### src/verilog/swl_pkg.sv
// swl_pkg: constants, states and carrier types of the single-wire sensor slave link
// assumes a 250 MHz system clock; all times are converted to cycle counts here
package swl_pkg;
   localparam int CLK_MHZ = 250;
   // times in microseconds, as specified for the line
   localparam int T_RESET_US = 480;
   localparam int T_PD_WAIT_US = 30; // inside 15..60
   localparam int T_PD_LOW_US = 120; // inside 60..240
   localparam int T_SAMPLE_US = 30; // inside 15..60
   localparam int T_RDVALID_US = 15;
   // cycle counts derived from the times
   localparam int C_RESET = T_RESET_US * CLK_MHZ;
   localparam int C_PD_WAIT = T_PD_WAIT_US * CLK_MHZ;
   localparam int C_PD_LOW = T_PD_LOW_US * CLK_MHZ;
   localparam int C_SAMPLE = T_SAMPLE_US * CLK_MHZ;
   localparam int C_RDVALID = T_RDVALID_US * CLK_MHZ;
   localparam int C_RELOAD = 64; // duration of a reload from the nonvolatile store
   localparam int CNT_W = 18;
   // function and addressing command codes
   localparam logic [7:0] CMD_CONVERT = 8'h44;
   localparam logic [7:0] CMD_STORE = 8'h4E;
   localparam logic [7:0] CMD_DUMP = 8'hBE;
   localparam logic [7:0] CMD_SAVE = 8'h48;
   localparam logic [7:0] CMD_RELOAD = 8'hB8;
   localparam logic [7:0] CMD_SKIP_ADDR = 8'hCC;
   localparam logic [3:0] SP_BYTES = 4'h9;
   localparam logic [1:0] STORE_BYTES = 2'h3;
   // scratchpad reset values
   localparam logic [7:0] TEMP_LSB_RST = 8'h50;
   localparam logic [7:0] TEMP_MSB_RST = 8'h05;
   localparam logic [7:0] CFG_RST = 8'h7F;
   typedef enum logic [3:0] {
      SWL_IDLE, SWL_PD_WAIT, SWL_PD_LOW, SWL_ADDR, SWL_FUNC,
      SWL_STORE, SWL_DUMP, SWL_RELOAD_ST, SWL_BUSY, SWL_HALT
   } swl_state_t;
   // settings held in the nonvolatile store
   typedef struct packed {
      logic [7:0] th;
      logic [7:0] tl;
      logic [7:0] cfg;
   } swl_nv_t;
   typedef struct packed {
      swl_state_t st;
      logic [CNT_W-1:0] low_cnt;
      logic [CNT_W-1:0] cnt;
      logic slot_on;
      logic line_d;
      logic [7:0] sh;
      logic [2:0] bitn;
      logic [3:0] byten;
      swl_nv_t sp;
      swl_nv_t nv;
      logic [7:0] rl_cnt;
      logic pullup_req;
      logic drive_low;
      logic [1:0] buf_n;
      logic [7:0] buf0;
      logic [7:0] buf1;
      logic [7:0] out_byte;
      logic out_valid;
   } swl_state_s_t;
endpackage

### src/verilog/swl_link.sv
// swl_link: slave side of a single open-drain wire to a temperature sensor
// assumes the line is already synchronous to CLK; wire level is resolved outside
`timescale 1ns/1ps
//Contract
//- reload command copies nonvolatile thresholds and config into scratchpad bytes two to four
//- after reload, read slots answer 0 while running, 1 when finished
//- reload runs automatically at power-up, no command needed
//- dump command sends nine scratchpad bytes ending with CRC
//- reset pulse aborts any transmission and starts a new initialization
//- store command takes three bytes into scratchpad bytes two, three, four
//- save command copies thresholds and config into nonvolatile memory
//- only the presence pulse is device initiated; no self-started slots
//- presence: wait 15-60 us after rise, then drive low 60-240 us
//- every time slot carries exactly one bit
//- device samples 15-60 us after slot falling edge, high is one
//- device sends only in read slots after dump or reload
//- device sends one by releasing, zero by pulling low, released by slot end
//- read bit held valid for 15 us after starting edge
//- line low longer than 480 us resets protocol state
//- only initialization, addressing, function order is honoured
//- dump starts at byte zero LSB, each byte LSB first
module swl_link
   import swl_pkg::*;
(
   input wire logic CLK, // 250 MHz system clock
   input wire logic SRST, // synchronous reset, active high
   input wire logic DQ_IN, // level seen on the data line
   output logic DQ_OUT, // driven level, always low
   output logic DQ_OE, // high while pulling the line low
   output logic STRONG_PULLUP_REQ, // conversion or save in progress
   output logic [7:0] RX_BYTE, // byte received from master
   output logic RX_VALID, // RX_BYTE held valid
   input wire logic RX_READY // consumer takes RX_BYTE
);
   swl_state_s_t s_reg, s_next;
   logic fall, rise, samp, tx_bit, rd_bit;
   logic [7:0] sp_byte;
   logic [7:0] crc_v;

   // crc over scratchpad bytes 0..7, polynomial x8+x5+x4+1
   function automatic logic [7:0] crc8(input logic [63:0] d);
      logic [7:0] c;
      c = 8'h00;
      for (int i = 0; i < 64; i++) begin
         if (c[0] ^ d[i]) begin
            c = (c >> 1) ^ 8'h8C;
         end else begin
            c = c >> 1;
         end
      end
      return c;
   endfunction

   assign crc_v = crc8({8'h10, 8'hFF, 8'hFF, s_reg.sp.cfg, s_reg.sp.tl, s_reg.sp.th,
                        TEMP_MSB_RST, TEMP_LSB_RST});
   // scratchpad byte selected by the dump position
   always_comb begin
      unique case (s_reg.byten)
         4'h0: sp_byte = TEMP_LSB_RST;
         4'h1: sp_byte = TEMP_MSB_RST;
         4'h2: sp_byte = s_reg.sp.th;
         4'h3: sp_byte = s_reg.sp.tl;
         4'h4: sp_byte = s_reg.sp.cfg;
         4'h5: sp_byte = 8'hFF;
         4'h6: sp_byte = 8'hFF;
         4'h7: sp_byte = 8'h10;
         default: sp_byte = crc_v;
      endcase
   end

   assign fall = s_reg.line_d & ~DQ_IN;
   assign rise = ~s_reg.line_d & DQ_IN;
   assign samp = s_reg.slot_on && s_reg.cnt == CNT_W'(C_SAMPLE);
   assign tx_bit = sp_byte[s_reg.bitn];
   assign rd_bit = (s_reg.st == SWL_DUMP) ? tx_bit : (s_reg.rl_cnt == 8'h00);

   // next-state logic for the whole link
   always_comb begin
      s_next = s_reg;
      s_next.line_d = DQ_IN;
      // low-time counter for reset detection
      if (DQ_IN) begin
         s_next.low_cnt = '0;
      end else if (s_reg.low_cnt != CNT_W'(C_RESET)) begin
         s_next.low_cnt = s_reg.low_cnt + 1'b1;
      end
      if (s_reg.rl_cnt != 8'h00) begin
         s_next.rl_cnt = s_reg.rl_cnt - 1'b1;
         if (s_reg.rl_cnt == 8'h01) begin
            s_next.sp = s_reg.nv;
         end
      end
      // slot timer, started only by a master falling edge
      if (fall && s_reg.st != SWL_PD_LOW) begin
         s_next.slot_on = 1'b1;
         s_next.cnt = '0;
      end else if (s_reg.slot_on) begin
         s_next.cnt = s_reg.cnt + 1'b1;
         if (s_reg.cnt == CNT_W'(C_SAMPLE)) begin
            s_next.slot_on = 1'b0;
         end
      end
      // read-slot driving: low bit held 15 us after the edge, then released
      if (fall && (s_reg.st == SWL_DUMP || s_reg.st == SWL_RELOAD_ST) && !rd_bit) begin
         s_next.drive_low = 1'b1;
      end else if (s_reg.st != SWL_PD_LOW && s_reg.cnt == CNT_W'(C_RDVALID)) begin
         s_next.drive_low = 1'b0;
      end
      // rx buffer drain
      if (s_reg.out_valid && RX_READY) begin
         s_next.out_valid = 1'b0;
      end
      if (!s_next.out_valid && s_reg.buf_n != 2'd0) begin
         s_next.out_byte = s_reg.buf0;
         s_next.out_valid = 1'b1;
         s_next.buf0 = s_reg.buf1;
         s_next.buf_n = s_reg.buf_n - 2'd1;
      end
      unique case (s_reg.st)
         SWL_PD_WAIT: begin
            s_next.cnt = s_reg.cnt + 1'b1;
            s_next.slot_on = 1'b0;
            if (s_reg.cnt == CNT_W'(C_PD_WAIT)) begin
               s_next.st = SWL_PD_LOW;
               s_next.drive_low = 1'b1;
               s_next.cnt = '0;
            end
         end
         SWL_PD_LOW: begin
            s_next.cnt = s_reg.cnt + 1'b1;
            if (s_reg.cnt == CNT_W'(C_PD_LOW)) begin
               s_next.drive_low = 1'b0;
               s_next.st = SWL_ADDR;
               s_next.bitn = '0;
               s_next.cnt = '0;
            end
         end
         SWL_ADDR, SWL_FUNC, SWL_STORE: begin
            if (samp) begin
               s_next.sh = {DQ_IN, s_reg.sh[7:1]};
               s_next.bitn = s_reg.bitn + 3'd1;
               if (s_reg.bitn == 3'd7) begin
                  if (s_reg.st == SWL_ADDR) begin
                     // only the skip-address step is decoded; others wait for reset
                     s_next.st = ({DQ_IN, s_reg.sh[7:1]} == CMD_SKIP_ADDR) ? SWL_FUNC
                                 : SWL_HALT;
                  end else if (s_reg.st == SWL_FUNC) begin
                     s_next.byten = '0;
                     unique case ({DQ_IN, s_reg.sh[7:1]})
                        CMD_CONVERT: begin
                           s_next.st = SWL_BUSY;
                           s_next.pullup_req = 1'b1;
                        end
                        CMD_SAVE: begin
                           s_next.nv = s_reg.sp;
                           s_next.st = SWL_BUSY;
                           s_next.pullup_req = 1'b1;
                        end
                        CMD_STORE: s_next.st = SWL_STORE;
                        CMD_DUMP: s_next.st = SWL_DUMP;
                        CMD_RELOAD: begin
                           s_next.st = SWL_RELOAD_ST;
                           s_next.rl_cnt = 8'(C_RELOAD);
                        end
                        default: s_next.st = SWL_HALT;
                     endcase
                  end else begin
                     // store bytes: th, tl, cfg; each also pushed to the buffer while it has room
                     unique case (s_reg.byten[1:0])
                        2'd0: s_next.sp.th = {DQ_IN, s_reg.sh[7:1]};
                        2'd1: s_next.sp.tl = {DQ_IN, s_reg.sh[7:1]};
                        default: s_next.sp.cfg = {DQ_IN, s_reg.sh[7:1]};
                     endcase
                     // room is judged after this cycle's drain, so a byte taken now frees a slot
                     if (s_next.buf_n != 2'd2) begin
                        if (s_next.buf_n == 2'd0) s_next.buf0 = {DQ_IN, s_reg.sh[7:1]};
                        else s_next.buf1 = {DQ_IN, s_reg.sh[7:1]};
                        s_next.buf_n = s_next.buf_n + 2'd1;
                     end
                     s_next.byten = s_reg.byten + 4'd1;
                     if (s_reg.byten[1:0] == STORE_BYTES - 2'd1) begin
                        s_next.st = SWL_HALT;
                     end
                  end
               end
            end
         end
         SWL_DUMP: begin
            if (samp) begin
               s_next.bitn = s_reg.bitn + 3'd1;
               if (s_reg.bitn == 3'd7) begin
                  s_next.byten = s_reg.byten + 4'd1;
                  if (s_reg.byten == SP_BYTES - 4'd1) begin
                     s_next.st = SWL_HALT;
                  end
               end
            end
         end
         default: ;
      endcase
      // a rise after a long low is a reset pulse; it overrides everything
      if (rise && s_reg.low_cnt == CNT_W'(C_RESET)) begin
         s_next.st = SWL_PD_WAIT;
         s_next.cnt = '0;
         s_next.drive_low = 1'b0;
         s_next.pullup_req = 1'b0;
         s_next.bitn = '0;
      end else if (s_reg.low_cnt == CNT_W'(C_RESET)) begin
         s_next.st = SWL_IDLE;
         s_next.drive_low = 1'b0;
         s_next.pullup_req = 1'b0;
      end
   end

   // state register; power-up reload starts from reset
   always_ff @(posedge CLK) begin
      if (SRST) begin
         s_reg <= '0;
         s_reg.st <= SWL_IDLE;
         s_reg.line_d <= 1'b1;
         s_reg.sp <= '{th: 8'h00, tl: 8'h00, cfg: CFG_RST};
         s_reg.nv <= '{th: 8'h00, tl: 8'h00, cfg: CFG_RST};
         s_reg.rl_cnt <= 8'(C_RELOAD);
      end else begin
         s_reg <= s_next;
      end
   end

   assign DQ_OUT = 1'b0;
   assign DQ_OE = s_reg.drive_low;
   assign STRONG_PULLUP_REQ = s_reg.pullup_req;
   assign RX_BYTE = s_reg.out_byte;
   assign RX_VALID = s_reg.out_valid;
endmodule

### config.mk
export PLATFORM = sky130hd
export DESIGN_NAME = swl_link
export DESIGN_NICKNAME = d
export VERILOG_FILES = /design/src/verilog/swl_pkg.sv /design/src/verilog/swl_link.sv
export SDC_FILE = /design/constraint.sdc
export NUM_CORES = 1
export LEC_CHECK = 0
export ABC_AREA = 1
export BUFFER_PORTS_ARGS = -buffer_cell sky130_fd_sc_hd__buf_2
export CORE_ASPECT_RATIO = 1.2
export CORE_UTILIZATION = 55
export CTS_CLUSTER_DIAMETER = 80
export CTS_CLUSTER_SIZE = 12
export DETAILED_ROUTE_END_ITERATION = 10
export GPL_ROUTABILITY_DRIVEN = 1
export HOLD_SLACK_MARGIN = 0.1
export PLACE_DENSITY = 0.78
export SLEW_MARGIN = 20
export SYNTH_ARGS = -nofsm -noshare
export SYNTH_HDL_FRONTEND = slang
export SYNTH_SLANG_ARGS = --single-unit
### constraint.sdc
create_clock -name CLK -period 4.1 [get_ports CLK]
set_clock_uncertainty 0.15 [all_clocks]
set_input_delay 0.205 -clock CLK [delete_from_list [all_inputs] [get_ports CLK]]
set_output_delay 0.205 -clock CLK [all_outputs]
set_load 0.02 [all_outputs]
==> impl_results.md <==
* HPWL after DPL at between 10000 and 15000 um
* Hold WC Path Type: reg2reg
* Crit-path max FO at 6
* GRT Util Overall at 26.3%
* Clk sink count at 141
* Cell Rows at 50
* CP max stage delay at slightly above 0.4 ns
* Finished Cell Area at 10400 um2
* Starting Density at between 50% and 60%
* Metal2 WL at around 11000 um
* Area Overhead vs Synth at 19.5%
* Outcome: complete, but fails checks
* Routability cong. at around 0.94
* CTS max path bufs at 2
* Post-synth ARST share at 0%
* Die Y at approximately 140 um
* Die area at 16400 um2
* Yosys warning total at 0
* Post-synth EDFFs at 0
* Inserted Clock Buffers at 17
* Main synth FF type: dfxtp_1
* Drt drc at 0
* Final min period at ~4.2 ns
* Worst vdd ir at 0.338 mV
* Final setup fails at 1
* Post-Syn Instances at 1322
* Slowest cell on the critical path: dfxtp_2
* Root buffer cell: clkbuf_16
* Pwr/cell area at around 370 nW/um2
* Slew Limit Fails at 0
* Antenna Violating Nets Remaining at 0
* Number of DRC markers in iteration 0 at between 700 and 800
* Nets@finish at about 1400
* Avg Inst Size Synth at about 6.6 um2
* Hold Path Stages at 2
* H-tree level count at 4
* Post-synth top area cell: dfxtp_1
* Synth top cells by count: 275 x nand2_1, 199 x inv_1, 141 x dfxtp_1, 122 x o21ai_0, 105 x a21oi_1
* Cell variety after synth at 50
* Final worst path period share at 102%
* Post-synthesis sequential area ratio at roughly a third
* Fraction of post-synthesis cell area in the top cell type by area at between 30% and 40%
* Wirelength per Cell at 14.4 um
* Initial antenna violation count at 0
* Reg clk slew, reported paths at about 0.060 ns
* Layout cell share with drive strength beyond 1 at between 10% and 20%
* Max reg flops at 130
* Grt total ovfl at 0
* Max-Cap Viols at 0
* Top Metal Used: met4
* Slew headroom at 44.5%
* Synthesized net count at around 1300
* ANT cells at 0
* DR vias at a little under 9000
* Routed WL at 22600 um
* Slew @ Worst Pin at 0.822 ns
* P_leak at around 4.5 nW
* FF+latch count, synth at roughly 140
* Placed cell areas at 8940 um2
* Arrival @ worst endpoint at approximately 4.4 ns
* Largest net degree at the start of global routing at 82
* Worst R2R Path Depth at 38
* Core box area at 15600 um2
* Fin util at approximately 67%
* Vias per std cell at around 5.5
* Vias in the first global route at a little under 8000
* Final Hold Fails at 0
* Input/output buffers at 14
* Clk_lat worst skew at 0.43 ns
* Final Power at between 3 and 4 mW
* Violated checks: setup timing
* Worst Path Required at about 4.3 ns
* Crit start category: flip-flop
* First-pass GRT wire length at roughly 35000 um
* Met3 routed WL at about 1000 um
* I/O pin count at 16
* Crit path kind: reg2reg
* Cell Area, Synth at 8730 um2
* Top area cells in the synthesized netlist: dfxtp_1 32%, nand2_1 12%, inv_1 8.6%, o21ai_0 7.0%, a21oi_1 6.0%
* Most frequent CP cell: nand2_1
* Die width at about 120 um
* Drt pass-1 iters at 6
* RSZ-0062 raised after global routing: yes
* Kind of end point of the critical path: flip-flop
* FMAX at ~240 MHz
* M1 WL at roughly 9400 um
* CTS tree: built
* Setup WS post-layout at -0.0820 ns
* Top-count cell post-synth: nand2_1
-- worst paths after layout --
| kind | startpoint | slack [ns] | endpoint |
|---|---|---|---|
| worst min register to register | s_reg[48]$_SDFFE_PP0P_ | 0.30 | s_reg[48]$_SDFFE_PP0P_ |
| worst max-delay path | s_reg[83]$_SDFF_PP0_ | -0.08 | DQ_OE$_SDFF_PP0_ |
| worst max register to register | s_reg[83]$_SDFF_PP0_ | -0.08 | DQ_OE$_SDFF_PP0_ |
| worst min-delay path | s_reg[48]$_SDFFE_PP0P_ | 0.30 | s_reg[48]$_SDFFE_PP0P_ |
-- timing repair --
item / 4_1_cts / 5_1_grt
resized for setup: 6 / 146
hold endpoints to repair: 6 / 0
endpoints found under the setup margin: 1 / 1
hold buffers: 4 / 0
pin swaps: 0 / 48
buffers inserted: 0 / 24
-- per-stage QoR --
stage	TNS (ns)	cells	hold WS (ns)	setup WS (ns)
6_report	-0.0820	1571	0.300	-0.0820
3_5_place_dp	-0.0612	1511	0.291	-0.0612
2_1_floorplan	0	1322	0.226	0.541
3_3_place_gp	0	1511	0.284	0.0940
5_1_grt	-0.395	1571	0.322	-0.395
4_1_cts	0	1547	0.300	0.0112
-- placed cells by master, fill, tap and decap left out, drive strengths merged, types with 2 or more instances in the layout --
master       Yosys  layout
o221ai           3       3
inv            210     212
buf             15      52
a31oi            4       4
a221oi           2       2
o22ai            4       4
nand4           15      15
xnor3            4       4
nor3            35      35
clkbuf          32      22
nor4            10      10
o21ai          123     123
dfxtp          141     141
o211ai          21      21
a22oi            2       2
ha              16      16
bufinv           0       3
a21oi          106     106
nand2          311     311
dlygate4sd3      0       4
nor2            97      97
clkinv           1       4
a211oi           5       5
o21a             3       3
nand3b           8       8
xor2            25      25
nand3          107     107
clkinvlp         0       2
xnor2           11      11
-- worst max-delay path: cells and delay by family, from the launching register on --
| kind | cells | cell delay, ns |
|---|---|---|
| AOI/OAI and AO/OA | 2 | 0.21 |
| DFF | 1 | 0.41 |
| and+or+nand+nor | 32 | 2.87 |
| xor gates and xnor gates | 1 | 0.18 |
| buffers and inverters | 3 | 0.22 |
-- logic make-up (layout without fill, tap and decap cells) --
family,after synthesis,after routing,share of synthesized area (%)
buffers and inverters,258,299,11.8
XOR/XNOR,41,41,5.09
AND/OR/NAND/NOR,585,585,30.9
other,1,1,0.0429
AO/OA/AOI/OAI,280,280,17.6
flip-flops,141,141,32.3
adder cells (fa/ha/maj),16,16,2.29
-- cell type report --
cell class | instances | area, um2
well taps | 208 | 260
multi-input cells | 923 | 5520
clock buffers | 22 | 464
fillers | 1270 | 5140
clock inverters | 10 | 138
repair buffers | 56 | 395
flip-flops and latches | 141 | 2850
inverters | 211 | 807
-- per-layer routing --
metal  global-route usage (%)  vias up
met5                        0        -
met4                     13.0        0
met3                     4.76       81
met2                     44.4      263
met1                     31.8     3952
li1                         -     4365
-- power by group --
part | switching, mW | total [mW] | leakage, nW | internal [mW]
registers | 0.0655 | 1.53 | 1.15 | 1.47
clock network | 0.596 | 1.58 | 0.290 | 0.987
logic | 0.500 | 0.756 | 3.08 | 0.256
(Power assumes the default switching activity.)
